$ cat config.mk
export PLATFORM = sky130hd
export DESIGN_NAME = ioc_bank
export DESIGN_NICKNAME = d
export VERILOG_FILES = /design/src/logic/ioc_pkg.sv /design/src/logic/ioc_bank.sv /design/src/logic/ioc_pin_drive.sv /design/src/logic/ioc_scan_seq.sv
export SDC_FILE = /design/constraint.sdc
export NUM_CORES = 1
export LEC_CHECK = 0
export BUFFER_PORTS_ARGS = -buffer_cell sky130_fd_sc_hd__buf_2
export CAP_MARGIN = 20
export CORE_ASPECT_RATIO = 0.5
export CORE_MARGIN = 5
export CORE_UTILIZATION = 60
export CTS_BUF_LIST = sky130_fd_sc_hd__clkbuf_4
export CTS_CLUSTER_DIAMETER = 50
export CTS_CLUSTER_SIZE = 24
export DETAILED_ROUTE_END_ITERATION = 10
export GPL_TIMING_DRIVEN = 1
export PLACE_DENSITY = 0.86
export SLEW_MARGIN = 15
export SYNTH_ARGS = -nofsm -noshare
export SYNTH_HDL_FRONTEND = slang
export SYNTH_SLANG_ARGS = --single-unit
export TNS_END_PERCENT = 100
$ cat constraint.sdc
create_clock -name core_clk -period 8.8 [get_ports core_clk]
set_clock_uncertainty 0.1 [all_clocks]
set_input_delay 1.76 -clock core_clk [delete_from_list [all_inputs] [get_ports core_clk]]
set_output_delay 1.76 -clock core_clk [all_outputs]
set_load 0.01 [all_outputs]
$ cat src/logic/ioc_pkg.sv
// constants and encodings for the pin and scan configuration bank
// Operation
// direction bit clear makes pin digital input, set makes digital output
// drive-type bit 0 selects open-drain, 1 selects push-pull output driver
// output pins are driven to the level held in the output-level register
// input-level register reads back current pin levels and is read-only
// in automatic mode scan-run set starts ascending scan, cleared stops it
// scan-mode field 00 directed, 01 automatic, 10 on-the-fly, 11 reserved
// in directed mode the next conversion uses the directed channel field
// host writes only channel codes 0 to 7; codes 8 and up are reserved
// host keeps the directed channel an analog input for valid results
// reserved bits of scan-control and directed-channel registers read zero
// all registers reset to zero: inputs, open-drain, stopped, channel 0
// scan channel mask bit set includes that channel in automatic scan
// pin-function bit 0 analog, 1 general-purpose; pin settings need 1
// writes to the input-level register are ignored entirely
package ioc_pkg;
  localparam int unsigned IOC_NPIN = 8;
  localparam int unsigned IOC_CHW = 4;
  // register offsets
  localparam logic [7:0] IOC_ADDR_PIN_FUNCTION = 8'h05;
  localparam logic [7:0] IOC_ADDR_PIN_DIRECTION = 8'h07;
  localparam logic [7:0] IOC_ADDR_PIN_DRIVE_TYPE = 8'h09;
  localparam logic [7:0] IOC_ADDR_PIN_OUTPUT_LEVEL = 8'h0b;
  localparam logic [7:0] IOC_ADDR_PIN_INPUT_LEVEL = 8'h0d;
  localparam logic [7:0] IOC_ADDR_SCAN_CONTROL = 8'h10;
  localparam logic [7:0] IOC_ADDR_DIRECTED_CHANNEL = 8'h11;
  localparam logic [7:0] IOC_ADDR_SCAN_CHANNEL_MASK = 8'h12;
  // field layout
  localparam int unsigned IOC_SCAN_RUN_BIT = 4;
  localparam int unsigned IOC_SCAN_MODE_LSB = 0;
  localparam logic [7:0] IOC_SCAN_CONTROL_KEEP = 8'h13;
  localparam logic [7:0] IOC_DIRECTED_KEEP = 8'h0f;
  // values after reset
  localparam logic [7:0] IOC_RST_BYTE = 8'h00;
  localparam logic [3:0] IOC_RST_CHAN = 4'h0;
  // scan mode codes
  localparam logic [1:0] IOC_MODE_DIRECTED = 2'h0;
  localparam logic [1:0] IOC_MODE_AUTO = 2'h1;
  localparam logic [1:0] IOC_MODE_OTF = 2'h2;
  // channel before channel 0, so a search from here starts at 0
  localparam logic [3:0] IOC_CHAN_LAST = 4'h7;
  typedef enum logic [0:0] {IOC_SCN_IDLE, IOC_SCN_RUN} ioc_scan_state_t;
endpackage

$ cat src/logic/ioc_bank.sv
// pin and scan configuration register bank, top level
`timescale 1ns/10ps
`default_nettype none
module ioc_bank
  import ioc_pkg::*;
(
  input wire logic core_clk,
  input wire logic srst,
  input wire logic [7:0] reg_addr,
  input wire logic reg_wr_en,
  input wire logic [7:0] reg_wr_data,
  input wire logic reg_rd_en,
  output logic [7:0] reg_rd_data,
  output logic reg_rd_valid,
  input wire logic [7:0] pin_in,
  output logic [7:0] pin_out,
  output logic [7:0] pin_oe_n,
  output logic [7:0] pin_is_analog,
  input wire logic conv_done,
  input wire logic otf_load,
  input wire logic [3:0] otf_channel,
  output logic [3:0] conv_channel,
  output logic scan_busy
);
  logic [7:0] function_d;
  logic [7:0] function_q;
  logic [7:0] direction_d;
  logic [7:0] direction_q;
  logic [7:0] drive_d;
  logic [7:0] drive_q;
  logic [7:0] level_d;
  logic [7:0] level_q;
  logic [7:0] input_d;
  logic [7:0] input_q;
  logic [7:0] scan_ctrl_d;
  logic [7:0] scan_ctrl_q;
  logic [7:0] directed_d;
  logic [7:0] directed_q;
  logic [7:0] mask_d;
  logic [7:0] mask_q;
  logic [7:0] rd_data_d;
  logic [7:0] rd_data_q;
  logic rd_valid_d;
  logic rd_valid_q;

  // register writes; the input-level offset has no write path at all
  always_comb begin
    function_d = function_q;
    direction_d = direction_q;
    drive_d = drive_q;
    level_d = level_q;
    scan_ctrl_d = scan_ctrl_q;
    directed_d = directed_q;
    mask_d = mask_q;
    input_d = pin_in;
    if (reg_wr_en) begin
      unique case (reg_addr)
        IOC_ADDR_PIN_FUNCTION: function_d = reg_wr_data;
        IOC_ADDR_PIN_DIRECTION: direction_d = reg_wr_data;
        IOC_ADDR_PIN_DRIVE_TYPE: drive_d = reg_wr_data;
        IOC_ADDR_PIN_OUTPUT_LEVEL: level_d = reg_wr_data;
        IOC_ADDR_SCAN_CONTROL: scan_ctrl_d = reg_wr_data & IOC_SCAN_CONTROL_KEEP;
        // upper code bit kept as written; the host stays within 0 to 7
        IOC_ADDR_DIRECTED_CHANNEL: directed_d = reg_wr_data & IOC_DIRECTED_KEEP;
        IOC_ADDR_SCAN_CHANNEL_MASK: mask_d = reg_wr_data;
        default: ;
      endcase
    end
  end

  // read mux, answer one cycle after the strobe; unmapped reads zero
  always_comb begin
    rd_valid_d = reg_rd_en;
    rd_data_d = rd_data_q;
    if (reg_rd_en) begin
      unique case (reg_addr)
        IOC_ADDR_PIN_FUNCTION: rd_data_d = function_q;
        IOC_ADDR_PIN_DIRECTION: rd_data_d = direction_q;
        IOC_ADDR_PIN_DRIVE_TYPE: rd_data_d = drive_q;
        IOC_ADDR_PIN_OUTPUT_LEVEL: rd_data_d = level_q;
        IOC_ADDR_PIN_INPUT_LEVEL: rd_data_d = input_q;
        IOC_ADDR_SCAN_CONTROL: rd_data_d = scan_ctrl_q;
        IOC_ADDR_DIRECTED_CHANNEL: rd_data_d = directed_q;
        IOC_ADDR_SCAN_CHANNEL_MASK: rd_data_d = mask_q;
        default: rd_data_d = IOC_RST_BYTE;
      endcase
    end
  end

  // every register clears on reset
  always_ff @(posedge core_clk) begin
    if (srst) begin
      function_q <= IOC_RST_BYTE;
      direction_q <= IOC_RST_BYTE;
      drive_q <= IOC_RST_BYTE;
      level_q <= IOC_RST_BYTE;
      input_q <= IOC_RST_BYTE;
      scan_ctrl_q <= IOC_RST_BYTE;
      directed_q <= IOC_RST_BYTE;
      mask_q <= IOC_RST_BYTE;
      rd_data_q <= IOC_RST_BYTE;
      rd_valid_q <= 1'b0;
    end else begin
      function_q <= function_d;
      direction_q <= direction_d;
      drive_q <= drive_d;
      level_q <= level_d;
      input_q <= input_d;
      scan_ctrl_q <= scan_ctrl_d;
      directed_q <= directed_d;
      mask_q <= mask_d;
      rd_data_q <= rd_data_d;
      rd_valid_q <= rd_valid_d;
    end
  end

  assign reg_rd_data = rd_data_q;
  assign reg_rd_valid = rd_valid_q;
  // analog routing follows the function bits; the host keeps, nothing here checks it
  assign pin_is_analog = ~function_q;

  ioc_pin_drive u_pin_drive (
    .core_clk(core_clk),
    .srst(srst),
    .pin_function(function_q),
    .pin_direction(direction_q),
    .output_drive_type(drive_q),
    .output_level(level_q),
    .pin_out(pin_out),
    .pin_oe_n(pin_oe_n)
  );

  ioc_scan_seq u_scan_seq (
    .core_clk(core_clk),
    .srst(srst),
    .scan_mode_select(scan_ctrl_q[IOC_SCAN_MODE_LSB +: 2]),
    .scan_run(scan_ctrl_q[IOC_SCAN_RUN_BIT]),
    .scan_channel_mask(mask_q),
    .directed_channel_id(directed_q[IOC_CHW-1:0]),
    .conv_done(conv_done),
    .otf_load(otf_load),
    .otf_channel(otf_channel),
    .conv_channel(conv_channel),
    .scan_busy(scan_busy)
  );
endmodule // ioc_bank
`default_nettype wire

$ cat src/logic/ioc_pin_drive.sv
// per-pin output driver for the eight general-purpose pins
`timescale 1ns/10ps
`default_nettype none
module ioc_pin_drive
  import ioc_pkg::*;
(
  input wire logic core_clk,
  input wire logic srst,
  input wire logic [7:0] pin_function,
  input wire logic [7:0] pin_direction,
  input wire logic [7:0] output_drive_type,
  input wire logic [7:0] output_level,
  output logic [7:0] pin_out,
  output logic [7:0] pin_oe_n
);
  logic [7:0] out_d;
  logic [7:0] out_q;
  logic [7:0] oe_n_d;
  logic [7:0] oe_n_q;

  // one driver cell per pin
  genvar g;
  generate
    for (g = 0; g < IOC_NPIN; g++) begin : g_cell
      always_comb begin
        out_d[g] = output_level[g];
        oe_n_d[g] = 1'b1;
        // only a general-purpose pin set as output may drive
        if (pin_function[g] && pin_direction[g]) begin
          if (output_drive_type[g]) begin
            oe_n_d[g] = 1'b0;
          end else begin
            // open-drain pulls low only, the pull-up makes the high
            out_d[g] = 1'b0;
            oe_n_d[g] = output_level[g];
          end
        end
      end
    end
  endgenerate

  // registered so pads never see decode glitches
  always_ff @(posedge core_clk) begin
    if (srst) begin
      out_q <= IOC_RST_BYTE;
      oe_n_q <= ~IOC_RST_BYTE;
    end else begin
      out_q <= out_d;
      oe_n_q <= oe_n_d;
    end
  end

  assign pin_out = out_q;
  assign pin_oe_n = oe_n_q;
endmodule // ioc_pin_drive
`default_nettype wire

$ cat src/logic/ioc_scan_seq.sv
// channel sequencer choosing the analog input for the next conversion
`timescale 1ns/10ps
`default_nettype none
module ioc_scan_seq
  import ioc_pkg::*;
(
  input wire logic core_clk,
  input wire logic srst,
  input wire logic [1:0] scan_mode_select,
  input wire logic scan_run,
  input wire logic [7:0] scan_channel_mask,
  input wire logic [3:0] directed_channel_id,
  input wire logic conv_done,
  input wire logic otf_load,
  input wire logic [3:0] otf_channel,
  output logic [3:0] conv_channel,
  output logic scan_busy
);
  ioc_scan_state_t state_d;
  ioc_scan_state_t state_q;
  logic [3:0] chan_d;
  logic [3:0] chan_q;

  // next enabled channel above cur, wrapping; cur itself if mask is empty
  function automatic logic [3:0] next_chan(input logic [3:0] cur, input logic [7:0] mask);
    logic [3:0] res;
    logic found;
    logic [2:0] idx;
    res = cur;
    found = 1'b0;
    for (int k = 1; k <= 8; k++) begin
      idx = cur[2:0] + 3'(k);
      if (!found && mask[idx]) begin
        res = {1'b0, idx};
        found = 1'b1;
      end
    end
    return res;
  endfunction

  // mode decode and scan stepping
  always_comb begin
    state_d = state_q;
    chan_d = chan_q;
    unique case (state_q)
      IOC_SCN_IDLE: begin
        if (scan_mode_select == IOC_MODE_AUTO && scan_run) begin
          state_d = IOC_SCN_RUN;
          chan_d = next_chan(IOC_CHAN_LAST, scan_channel_mask);
        end else if (scan_mode_select == IOC_MODE_DIRECTED) begin
          chan_d = directed_channel_id;
        end else if (scan_mode_select == IOC_MODE_OTF && otf_load) begin
          chan_d = otf_channel;
        end
      end
      IOC_SCN_RUN: begin
        if (scan_mode_select != IOC_MODE_AUTO || !scan_run) begin
          state_d = IOC_SCN_IDLE;
        end else if (conv_done) begin
          chan_d = next_chan(chan_q, scan_channel_mask);
        end
      end
    endcase
  end

  always_ff @(posedge core_clk) begin
    if (srst) begin
      state_q <= IOC_SCN_IDLE;
      chan_q <= IOC_RST_CHAN;
    end else begin
      state_q <= state_d;
      chan_q <= chan_d;
    end
  end

  assign conv_channel = chan_q;
  // an empty mask leaves nothing to scan
  assign scan_busy = (state_q == IOC_SCN_RUN) && (scan_channel_mask != IOC_RST_BYTE);
endmodule // ioc_scan_seq
`default_nettype wire

After elaboration in Yosys (flattened, before gate mapping)
Index checks and enable logic that the tools add are counted.
{"block": "word_totals", "inputBits": 34, "regBits": 85, "romBits": 0, "elab_cells": 239, "latch_bits": 0, "ram_bits": 0, "n_memories": 0, "output_inout_bits": 38}
{"block": "op_classes", "add_sub_neg": 7, "multipliers": 0, "shift": 0, "muxes": 115, "reduce_logical": 60, "order_cmp": 8, "eq_ne": 17, "n_bitwise": 10, "n_div": 0}
{"operator": "1-bit 2-to-1 mux", "n": 83}
{"operator": "8-bit case mux with 8 select lines", "n": 1}
{"operator": "4-bit 2-to-1 mux", "n": 13}
{"operator": "3-bit by 4-bit < comparator with 1-bit output (second input constant)", "n": 8}
{"operator": "1-bit logical AND", "n": 25}
{"operator": "1-bit binary-select mux with 3-bit select", "n": 8}
{"operator": "8-bit by 4-bit == test with 1-bit output (second input constant)", "n": 3}
{"operator": "8-bit by 5-bit == test with 1-bit output (second input constant)", "n": 3}
{"operator": "3-bit 2-to-1 mux", "n": 8}
{"operator": "8-bit by 3-bit == test with 1-bit output (second input constant)", "n": 2}
{"operator": "2-bit OR reduction", "n": 8}
{"operator": "1-bit zero test", "n": 15}
{"operator": "2-bit AND reduction", "n": 7}
{"operator": "3-bit adder (second input constant)", "n": 4}
{"operator": "9-bit inequality test (second input constant)", "n": 1}
{"operator": "1-bit inverter", "n": 9}
{"operator": "8-bit inequality test (second input constant)", "n": 1}
{"operator": "8-bit inverter", "n": 1}
{"operator": "4-bit case mux with 2 select lines", "n": 1}
{"operator": "8-bit nonzero test", "n": 1}
{"operator": "3-bit by 2-bit adder with 3-bit output (second input constant)", "n": 2}
{"operator": "2-bit inequality test (second input constant)", "n": 3}
{"operator": "5-bit AND reduction", "n": 1}
{"operator": "4-bit by 1-bit inequality test with 1-bit output (second input constant)", "n": 1}
{"operator": "other kinds (8)", "n": 8}

Depth between registers and ports, before layout
Gate-level depths: netlist of the first run.
{"block": "depth", "depth_word": 49, "mapped_depth": 13, "mapped_depth_nobuf": 9}

Hierarchy
A second synthesis of the first run with hierarchy kept.
{"block": "hier_totals", "cells_unflattened": 517, "hier_area_um2": 4719.5}
{"mod": "ioc_bank", "seq_area_each_um2": 1281.2, "n_inst": 1, "area_per_inst_um2": 2939.1, "cells_per_inst": 312}
{"mod": "ioc_scan_seq", "seq_area_each_um2": 100.1, "n_inst": 1, "area_per_inst_um2": 1232.4, "cells_per_inst": 155}
{"mod": "ioc_pin_drive", "seq_area_each_um2": 320.3, "n_inst": 1, "area_per_inst_um2": 548.0, "cells_per_inst": 50}

Worst setup path after synthesis of the first run
No wires, ideal clock.
{"block": "synth_timing", "kind": "reg2reg", "start": "register u_scan_seq.chan_q[0], in the netlist u_scan_seq.conv_channel[0]", "end": "register u_scan_seq.chan_q[1], in the netlist u_scan_seq.conv_channel[1]", "setup_slack_ns": 5.116, "setup_time_ns": 0.086, "arrival_time_ns": 3.498, "required_time_ns": 8.614, "path_stages_with_launch": 13, "path_cell_list": "dfxtp_1 buf_6 buf_2 clkinv_1 ha_1 buf_2 mux4_2 mux2_2 or4_4 nor3b_2 nor3_1 o21a_1 a211oi_1"}
{"block": "synth_between", "elab_chain_cells": 47, "elab_cells_between_ends": 79, "classes_between": "add/sub (7); eq/ne (2); mux (55); reduce/logical (15)"}
{"element": "from (decl)", "line_no": "ioc_scan_seq.sv:22", "text": "logic [3:0] chan_q;"}
{"element": "from (signal assigned)", "line_no": "ioc_scan_seq.sv:72", "text": "chan_q <= chan_d;"}
{"element": "3-bit by 1-bit adder with 3-bit output", "line_no": "ioc_scan_seq.sv:32", "text": "idx = cur[2:0] + 3'(k);"}
{"element": "1-bit binary-select mux with 3-bit select", "line_no": "ioc_scan_seq.sv:33", "text": "if (!found && mask[idx]) begin"}
{"element": "1-bit 2-to-1 mux (not written as such)", "line_no": "ioc_scan_seq.sv:33"}
{"element": "1-bit 2-to-1 mux", "line_no": "ioc_scan_seq.sv:33"}
{"element": "1-bit 2-to-1 mux", "line_no": "ioc_scan_seq.sv:59", "text": "end else if (conv_done) begin"}
{"element": "1-bit 2-to-1 mux", "line_no": "ioc_scan_seq.sv:57", "text": "if (scan_mode_select != IOC_MODE_AUTO || !scan_run) begin"}
{"element": "1-bit 2-to-1 mux", "line_no": "ioc_scan_seq.sv:45", "text": "unique case (state_q)"}
{"element": "1-bit zero test", "line_no": "ioc_scan_seq.sv:33"}
{"element": "[... 31 more ...]"}
{"element": "1-bit 2-to-1 mux", "line_no": "ioc_scan_seq.sv:33"}
{"element": "1-bit 2-to-1 mux", "line_no": "ioc_scan_seq.sv:59"}
{"element": "1-bit 2-to-1 mux", "line_no": "ioc_scan_seq.sv:57"}
{"element": "1-bit 2-to-1 mux", "line_no": "ioc_scan_seq.sv:45"}
{"element": "1-bit zero test", "line_no": "ioc_scan_seq.sv:33"}
{"element": "1-bit logical AND", "line_no": "ioc_scan_seq.sv:33"}
{"element": "2-bit inequality test (no source line)"}
{"element": "5-bit AND reduction (no source line)"}
Several ways; a longest one is shown, not always the timed one. The select of a mux whose other input is x is not followed.
A chain may end at the register's enable or synchronous reset.

Final worst setup path of the first run
Same ends and word-level chain as after synthesis.

==> results of run 1 <==
## cell usage after synthesis (all sizes together), types with 13 or more instances
cell,n
a21oi,53
clkbuf,33
dfxtp,85
inv,26
mux2i,52
mux4,14
nand2,66
nand3,16
nor2,67
nor2b,23
nor3,13
o21ai,23
## final cells by class
type                    instances  area [um^2]
clock inverters                 7         55.1
clock buffers                   9         67.6
well taps                     108          135
flip-flops and latches         85         1700
fillers                       606         2290
multi-input cells             420         2790
inverters                      27          101
repair buffers                 73          370
## kinds of logic after synthesis
family                     Yosys count
and+or+nand+nor                    218
AOI/OAI and AO/OA                  122
DFF                                 85
muxes                               75
buffers and inverters               70
xor gates and xnor gates             3
adders and majority gates            2
## worst paths after layout
kind / startpoint / to / slack [ps] / depth (start not counted)
worst min-delay path: reg_rd_data[1]$_SDFFE_PP0P_ / reg_rd_data[1]$_SDFFE_PP0P_ / 380 / 2
worst max-delay path: u_scan_seq.conv_channel[0]$_SDFFE_PP0P_ / u_scan_seq.conv_channel[1]$_SDFFE_PP0P_ / 4160 / 9
worst min register to register: reg_rd_data[1]$_SDFFE_PP0P_ / reg_rd_data[1]$_SDFFE_PP0P_ / 380 / 2
worst max register to register: u_scan_seq.conv_channel[0]$_SDFFE_PP0P_ / u_scan_seq.conv_channel[1]$_SDFFE_PP0P_ / 4160 / 9
## flip-flops by register name, summed over array words and instances, names as in the netlist
signal,flops
directed_q,4
direction_q,8
drive_q,8
function_q,8
input_q,8
level_q,8
mask_q,8
reg_rd_data,8
reg_rd_valid,1
scan_ctrl_q,3
u_pin_drive.pin_oe_n,8
u_pin_drive.pin_out,8
u_scan_seq.conv_channel,4
u_scan_seq.state_q,1
## critical path: cells and delay by family (launching register included)
kind | cells | cell delay [ps]
AO/OA/AOI/OAI | 2 | 370
adder cells (fa/ha/maj) | 1 | 910
buffers and inverters | 1 | 440
flip-flops | 1 | 920
multiplexers | 2 | 1010
AND/OR/NAND/NOR | 3 | 790
## through the flow
stage          instance area, um^2  std cells  setup WS, ps
4_1_cts                       5220        729          4150
5_1_grt                       5220        729          3850
3_5_place_dp                  5100        713          4190
6_report                      5220        729          4160
2_1_floorplan                 4760        575          5120
3_3_place_gp                  5100        713          4340
## power breakdown
part           internal, mW  switching [mW]
Combinational        0.0152          0.0279
Clock                0.0621           0.145
Sequential            0.389         0.00207
Total                 0.466           0.175
## routing by layer
layer / wire, um / part of all wire
met1: 5450 / 0.43
met5: 0 / 0
met4: 269 / 0.021
met2: 5810 / 0.46
met3: 1170 / 0.092
==> metrics.txt, run 1 <==
synth warn=0; WP data arrival=4910 ps; chip height=73.0 um; largest net degree at the start of global routing=86; Net Count, Synth=611; post-synth top area share=0.357; most common cell after layout, fill and taps aside=dfxtp_1; Post-synth EDFFs=0; Final Util=0.695; minimum clock period after layout=4640 ps; Max Freq=0.216 GHz; CP startpoint kind=flop; # port buffers=71; GRT busiest layer=met2; proportion of synthesized area in mux cells=0.201; P_leak=1.97 nW; Post-DP HPWL=8.62 mm; Die X=136 um; Power Density=123 mW/mm^2; First DRT Iteration DRCs=692; core area=0.00751 mm^2; slowest stage delay, CP=920 ps; Synth Area in Adders=0.00525; vias=4489; Post-CTS Resized=0; Final setup viols=0; First-pass DRT Iterations=6; slowest stage cell, crit path=dfxtp_1; clk_lat worst skew=450 ps; crit-path cells=clkinv_1 -> ha_1 -> mux4_2 -> mux2_2 -> or4_4 -> nor3b_2 -> nor3_1 -> o21a_1 -> a211oi_1; die area=0.00993 mm^2; TritonCTS buffer count=9; crit path max fanout=19; Synth Area in Simple Gates=0.217; CTS H-tree lvls=3; antenna viol nets, final=0; global-route wire length before repair=21.0 mm; Relative slew margins=0.374; crit end category=flop; Setup TNS Final=0 ps; ranking of synthesized cells by area=dfxtp_1 36%, mux2i_1 11%, a21oi_1 5.6%, nor2_1 5.3%, nand2_1 5.2%; WP data required=9070 ps; max-slew violations=0; Min Hold Slack=382 ps; gr ovfl total=0; GR Util met1=0.354; M2 GR Usage=0.424; met3 Use GR=0.0599; number of buffers inserted by hold repair at cts=0; DRC viols=0; Post-Synth XOR/XNOR Area=0.00552; clk buf depth=2; synthesized area=0.00476 mm^2; largest family of logic cells by synthesized area=simple AND/OR/NAND/NOR gates; Yosys reg bits=85; Mapped Cells=575; clock-pin slew on the worst setup and hold paths=140 ps; async set or reset register ratio after synthesis=0; final hold vios=0; routability-driven placement congestion ratio=0.902; compound-gate portion of the synthesized area=0.157; Rows=22; Yosys cell types=53; post-synthesis sequential area ratio=0.357; GRT Resource Usage Total=0.265; most frequent cells in the layout=85 x dfxtp_1, 71 x buf_2, 67 x nor2_1, 66 x nand2_1, 53 x a21oi_1; final worst-path cycle share=0.527; Antenna diodes=0; Clock Tree Root=clkbuf_4; hold crit path type=reg -> reg; DR WL/cell=17.4 um; outcome=finished clean; number of global-route vias before repair=4262; vias per cell=6.16; Peak supply drop=0.0000947 V; worst-margin pin slew=931 ps; # nets final=652; Initial Util=0.634; biggest area consumer among synthesized cells=dfxtp_1; initial antenna violation count=0; final WL=12.7 mm; CP Class=reg -> reg; Pwr Total=0.641 mW; Area Growth Syn to Fin=9.70%; prevailing post-synth register cell=dfxtp_1; MaxCap Viol Count=0; CTS tree=done; syn avg cell area=8.28 um^2; fraction of layout cells with a size suffix above 1=0.184; RSZ-0062 raised after global routing=false; I/O pin count=72; post-CTS setup buffers=0; Clock Sinks=85
(Power assumes the default switching activity.)
==> run 2, diff against run 1 <==
Settings changed: CORE_UTILIZATION 60 to 59, PLACE_DENSITY 0.86 to 0.85.
Clock period 8.8 ns to 4.8 ns, I/O delays scaled along.
==> run 2 against run 1 <==
Total power up 91%. Clock-buffer cell count up 1. Register-to-register slack got worse by 3000 ps. Combinational power rose by 82%. Clock power up 110%. Worst setup slack worse by 3000 ps. First-iteration DRC count is 26% lower. Utilization down 3.2 points. Worst hold slack about the same. Wire length down 3.1%. Highest routed layer unchanged. Critical path depth is 1 higher.
==> metrics.txt, run 2 (synthesized netlist as in run 1, its figures left out) <==
outcome=finished clean (unchanged); worst-margin pin slew=860 ps (was 931 ps); I/O pin count=72 (unchanged); Post-CTS Resized=0 (unchanged); slowest stage cell, crit path=dfxtp_1 (unchanged); MaxCap Viol Count=0 (unchanged); Clock Tree Root=clkbuf_4 (unchanged); global-route wire length before repair=20.2 mm (was 21.0 mm); final WL=12.3 mm (was 12.7 mm); R2R cell count=10 (was 9); crit path max fanout=16 (was 19); core area=0.00794 mm^2 (was 0.00751 mm^2); minimum clock period after layout=3630 ps (was 4640 ps); WP data arrival=3900 ps (was 4910 ps); antenna viol nets, final=0 (unchanged); DRC viols=0 (unchanged); Worst setup endpoint=u_scan_seq.conv_channel[1]$_SDFFE_PP0P_ (unchanged); Rows=23 (was 22); Antenna diodes=0 (unchanged); clk buf depth=2 (unchanged); most common cell after layout, fill and taps aside=dfxtp_1 (unchanged); TritonCTS buffer count=9 (unchanged); First DRT Iteration DRCs=509 (was 692); Peak supply drop=0.000225 V (was 0.0000947 V); Post-DP HPWL=8.53 mm (was 8.62 mm); final instance area=0.00527 mm^2 (was 0.00522 mm^2); filler cell count=660 (was 606); final worst-path cycle share=0.757 (was 0.527); fraction of layout cells with a size suffix above 1=0.188 (was 0.184); P_leak=2.00 nW (was 1.97 nW); most frequent cells in the layout=85 x dfxtp_1, 71 x buf_2, 67 x nor2_1, 66 x nand2_1, 53 x a21oi_1 (unchanged); Initial Util=0.600 (was 0.634); CTS H-tree lvls=3 (unchanged); final hold vios=0 (unchanged); Relative slew margins=0.427 (was 0.374); Finished Layout Cells=735 (was 729); max-slew violations=0 (unchanged); CP startpoint kind=flop (unchanged); vias per cell=5.82 (was 6.16); Final setup viols=0 (unchanged); delay-heaviest family, CP=multiplexers (unchanged); initial antenna violation count=0 (unchanged); GRT Resource Usage Total=0.255 (was 0.265); clock-pin slew on the worst setup and hold paths=130 ps (was 140 ps); Critical R2R Capture=u_scan_seq.conv_channel[1]$_SDFFE_PP0P_ (unchanged); WP data required=5070 ps (was 9070 ps); Area Growth Syn to Fin=10.6% (was 9.70%); instance area after placement=0.00512 mm^2 (was 0.00510 mm^2); FF-to-FF Start=u_scan_seq.conv_channel[1]$_SDFFE_PP0P_ (was u_scan_seq.conv_channel[0]$_SDFFE_PP0P_); DR WL/cell=16.7 um (was 17.4 um); Die X=137 um (was 136 um); number of buffers inserted by hold repair at cts=0 (unchanged); R2R setup slack=1170 ps (was 4160 ps); die area=0.0101 mm^2 (was 0.00993 mm^2); Power Density=232 mW/mm^2 (was 123 mW/mm^2); CP Launch Point=u_scan_seq.conv_channel[1]$_SDFFE_PP0P_ (was u_scan_seq.conv_channel[0]$_SDFFE_PP0P_); Buf/Inv on CP=2 (was 1); stages on the worst setup path=10 (was 9); vias=4275 (was 4489); RSZ-0062 raised after global routing=false (unchanged); Final Util=0.663 (was 0.695); # nets final=654 (was 652); Clock Sinks=85 (unchanged); gr ovfl total=0 (unchanged); crit end category=flop (unchanged); Cells after DPL=719 (was 713); First-pass DRT Iterations=4 (was 6); CP Class=reg -> reg (unchanged); hold crit path type=reg -> reg (unchanged); chip height=73.5 um (was 73.0 um); post-CTS setup buffers=0 (unchanged); # port buffers=71 (unchanged); number of global-route vias before repair=4024 (was 4262); routability-driven placement congestion ratio=0.892 (was 0.902); slowest stage delay, CP=700 ps (was 920 ps); largest net degree at the start of global routing=48 (was 86); Setup TNS Final=0 ps (unchanged); clk_lat worst skew=460 ps (was 450 ps); crit-path cells=inv_1 -> ha_1 -> buf_4 -> mux4_1 -> mux2_2 -> or4_4 -> nor3b_2 -> nor3_1 -> o21a_1 -> a211oi_1 (was clkinv_1 -> ha_1 -> mux4_2 -> mux2_2 -> or4_4 -> nor3b_2 -> nor3_1 -> o21a_1 -> a211oi_1); Max Freq=0.275 GHz (was 0.216 GHz); CTS tree=done (unchanged)
-- run 2: layout make-up --
class                      count  area (um^2)  area share
multi-input combinational    420         2790       0.530
sequential                    85         1700       0.323
clock buffer                  10         75.1      0.0143
clock inverter                 6         68.8      0.0131
inverter                      27          101      0.0192
tap                          112          140      0.0266
timing repair buffer          75          385      0.0732
-- run 2: worst min-delay path by stage --
stage | from | to | slack, ps | cells after the start
after floorplan | directed_q[1]$_SDFFE_PP0P_ | directed_q[1]$_SDFFE_PP0P_ | 350 | 2
after global placement | reg_rd_data[1]$_SDFFE_PP0P_ | reg_rd_data[1]$_SDFFE_PP0P_ | 360 | 2
after detailed placement | reg_rd_data[1]$_SDFFE_PP0P_ | reg_rd_data[1]$_SDFFE_PP0P_ | 360 | 2
after CTS | reg_rd_data[1]$_SDFFE_PP0P_ | reg_rd_data[1]$_SDFFE_PP0P_ | 380 | 2
after global routing | reg_rd_data[1]$_SDFFE_PP0P_ | reg_rd_data[1]$_SDFFE_PP0P_ | 400 | 2
final | reg_rd_data[1]$_SDFFE_PP0P_ | reg_rd_data[1]$_SDFFE_PP0P_ | 380 | 2
-- run 2: per-stage QoR --
stage               power (mW)  hold WS (ps)  setup WS, ps
finish                    1.22           382          1170
global route              1.27           404          1030
CTS                       1.23           379          1240
detailed placement       0.807           362          1270
global placement         0.806           359          1400
floorplan                0.775           346          1120
-- run 2: tightest hold or removal path, stage by stage, from the launching register on --
cell,delay (ps)
dfxtp_1,340
nand2_1,60
a21oi_1,50
-- run 2: report_power, final --
group / switching [mW] / internal, mW / total (mW)
clock network: 0.260 / 0.170 / 0.430
logic: 0.0506 / 0.0279 / 0.0785
registers: 0.00284 / 0.712 / 0.715
-- run 2: per-layer routing --
| metal | vias to the layer above | global-route usage | wire length, um |
|---|---|---|---|
| li1 | 2108 | - | - |
| met1 | 1981 | 0.347 | 5480 |
| met2 | 171 | 0.409 | 5760 |
| met3 | 15 | 0.0534 | 881 |
| met4 | 0 | 0.0874 | 187 |
| met5 | - | 0 | 0 |
==> run 3, diff against run 2 <==
Settings changed: ABC_AREA set to 1, CORE_UTILIZATION 59 to 53, PLACE_DENSITY 0.85 to 0.82.
Clock period 4.8 ns to 3 ns, I/O delays scaled along.
==> run 3 against run 2 <==
Flip-flop and latch count did not move. Cell area is 7.2% lower. Synthesized cell count is 4.7% higher. Clock-buffer cell count grew 1. Clock power rose by 75%. Via count grew 0.56%. Cell count rose by 6.9%. Critical path depth is 6 higher. Wire length is 8.4% lower. Global-route usage is 2.2 points lower. Total power grew 64%. Maximum frequency increased by 39%. Largest power group unchanged. Highest routed layer unchanged.
==> metrics.txt, run 3 <==
TritonCTS buffer count=9 (unchanged); Yosys cell types=46 (was 53); I/O pin count=72 (unchanged); global-route wire length before repair=18.7 mm (was 20.2 mm); vias=4299 (was 4275); vias per cell=5.47 (was 5.82); post-synthesis sequential area ratio=0.396 (was 0.357); final WL=11.3 mm (was 12.3 mm); async set or reset register ratio after synthesis=0 (unchanged); syn avg cell area=7.14 um^2 (was 8.28 um^2); max-slew violations=0 (unchanged); post-synth top area share=0.396 (was 0.357); Clock Tree Root=clkbuf_4 (unchanged); Antenna diodes=0 (unchanged); antenna viol nets, final=0 (unchanged); Net Count, Synth=638 (was 611); DRC viols=0 (unchanged); MaxCap Viol Count=0 (unchanged); WP data arrival=2890 ps (was 3900 ps); minimum clock period after layout=2620 ps (was 3630 ps); CP Class=reg -> reg (unchanged); Die X=137 um (about the same); fraction of layout cells with a size suffix above 1=0.191 (was 0.188); Min Hold Slack=239 ps (was 382 ps); Initial Util=0.541 (was 0.600); final hold vios=0 (unchanged); Final Util=0.615 (was 0.663); Post-DP HPWL=8.44 mm (was 8.53 mm); initial antenna violation count=0 (unchanged); filler cell count=755 (was 660); crit end category=flop (unchanged); Mapped Cells=602 (was 575); routability-driven placement congestion ratio=0.958 (was 0.892); # port buffers=71 (unchanged); Setup TNS Final=0 ps (unchanged); Rows=23 (unchanged); Max Freq=0.381 GHz (was 0.275 GHz); CTS tree=done (unchanged); hold depth=3 (was 2); ranking of synthesized cells by area=dfxtp_1 40%, nand2_1 9.1%, inv_1 6.7%, o21ai_0 6.5%, a21oi_1 5.8% (was dfxtp_1 36%, mux2i_1 11%, a21oi_1 5.6%, nor2_1 5.3%, nand2_1 5.2%); number of buffers inserted by hold repair at cts=0 (unchanged); P_leak=2.04 nW (was 2.00 nW); final worst-path cycle share=0.874 (was 0.757); gr ovfl total=0 (unchanged); worst-margin pin slew=982 ps (was 860 ps); most frequent cells in the layout=104 x nand2_1, 84 x dfxtp_1, 77 x inv_1, 71 x buf_2, 63 x nor2_1 (was 85 x dfxtp_1, 71 x buf_2, 67 x nor2_1, 66 x nand2_1, 53 x a21oi_1); Area Growth Syn to Fin=13.7% (was 10.6%); chip height=73.7 um (was 73.5 um); most common cell after layout, fill and taps aside=nand2_1 (was dfxtp_1); DR WL/cell=14.3 um (was 16.7 um); clock-pin slew on the worst setup and hold paths=140 ps (was 130 ps); most frequent cells after synthesis=104 x nand2_1, 85 x dfxtp_1, 77 x inv_1 (was 85 x dfxtp_1, 67 x nor2_1, 66 x nand2_1); count leader, synth=nand2_1 (was dfxtp_1); # nets final=705 (was 654); CTS H-tree lvls=3 (unchanged); core area=0.00794 mm^2 (unchanged); post-CTS setup buffers=0 (unchanged); outcome=finished clean (unchanged); Place WS=268 ps (was 1270 ps); WP data required=3270 ps (was 5070 ps); prevailing post-synth register cell=dfxtp_1 (unchanged); Power Density=411 mW/mm^2 (was 232 mW/mm^2); clk_lat worst skew=440 ps (was 460 ps); number of global-route vias before repair=3973 (was 4024); Relative slew margins=0.345 (was 0.427); RSZ-0062 raised after global routing=false (unchanged); CP startpoint kind=flop (unchanged); synth warn=0 (unchanged); Final setup viols=0 (unchanged); biggest area consumer among synthesized cells=dfxtp_1 (unchanged); Yosys reg bits=85 (unchanged); register area=0.00170 mm^2 (about the same); clk buf depth=2 (unchanged); worst setup margin=378 ps (was 1170 ps); die area=0.0101 mm^2 (about the same); largest net degree at the start of global routing=50 (was 48); crit path max fanout=11 (was 16); Peak supply drop=0.000280 V (was 0.000225 V); Post-synth EDFFs=0 (unchanged); R2R cell count=16 (was 10); Clock Sinks=85 (unchanged); area of the multi-input gates=0.00217 mm^2 (was 0.00279 mm^2); First DRT Iteration DRCs=369 (was 509); synthesized area=0.00430 mm^2 (was 0.00476 mm^2); Post-CTS Resized=0 (unchanged); GRT Resource Usage Total=0.234 (was 0.255); hold crit path type=in -> reg (was reg -> reg); First-pass DRT Iterations=5 (was 4)
## run 3: changes by cell type after synthesis, sizes merged, moves of 20 or more
cell,change
nand3,+37
nand2,+52
inv,+54
clkbuf,-20
mux2i,-52
o21ai,+37
nor2b,-23
## run 3: worst paths after layout
check / to / from / slack [ps]
setup reg to reg: u_scan_seq.conv_channel[1]$_SDFFE_PP0P_ / u_scan_seq.conv_channel[0]$_SDFFE_PP0P_ / 380
setup / recovery: u_scan_seq.conv_channel[1]$_SDFFE_PP0P_ / u_scan_seq.conv_channel[0]$_SDFFE_PP0P_ / 380
hold / removal: input_q[0]$_SDFF_PP0_ / pin_in[0] / 240
hold reg to reg: u_pin_drive.pin_oe_n[4]$_SDFF_PP1_ / drive_q[4]$_SDFFE_PP0P_ / 360
## run 3: worst max-delay path, stage by stage (launching register included)
cell and delay (ps):
dfxtp_2 480, inv_4 130, ha_1 420, inv_1 200, nand3_2 130, nand2_2 90, nand2_2 50, nand2_2 110
nand2_4 70, nor3_4 170, nand4_2 160, nor2_1 130, nor2_1 50, nand2_1 70, nand3b_1 70, nand2_1 60
inv_1 30
## run 3: cells by family (layout without fill, tap and decap cells)
group	after synthesis	count (layout)	synth area share
simple gates	256	256	0.282
compound gates	153	153	0.205
buf+inv	103	175	0.0992
flops	85	85	0.396
xor+xnor	3	3	0.0122
fa+ha+maj	2	2	0.00582
## run 3: where the power goes
part	internal, mW	switching [mW]	leakage [nW]
logic	0.0364	0.0788	1.27
registers	1.14	0.00358	0.688
clock network	0.360	0.393	0.0873
## run 3: through the flow
| step | std cells | area, um^2 | total power [mW] |
|---|---|---|---|
| 2_1_floorplan | 602 | 4300 | 1.23 |
| 3_3_place_gp | 770 | 4720 | 1.28 |
| 3_5_place_dp | 770 | 4720 | 1.28 |
| 4_1_cts | 786 | 4890 | 2.02 |
| 5_1_grt | 786 | 4890 | 2.08 |
| 6_report | 786 | 4890 | 2.01 |
## run 3: area by class of cell
class	count	area share
Multi-Input combinational cell	414	0.444
Sequential cell	85	0.348
Timing Repair Buffer	76	0.0804
Inverter	83	0.0642
Tap cell	112	0.0287
Clock inverter	5	0.0174
Clock buffer	11	0.0169
## run 3: routing by layer
layer,global-route usage,wire length [um]
met5,0,0
met4,0.0708,172
met3,0.0581,761
met2,0.397,5300
met1,0.297,5040
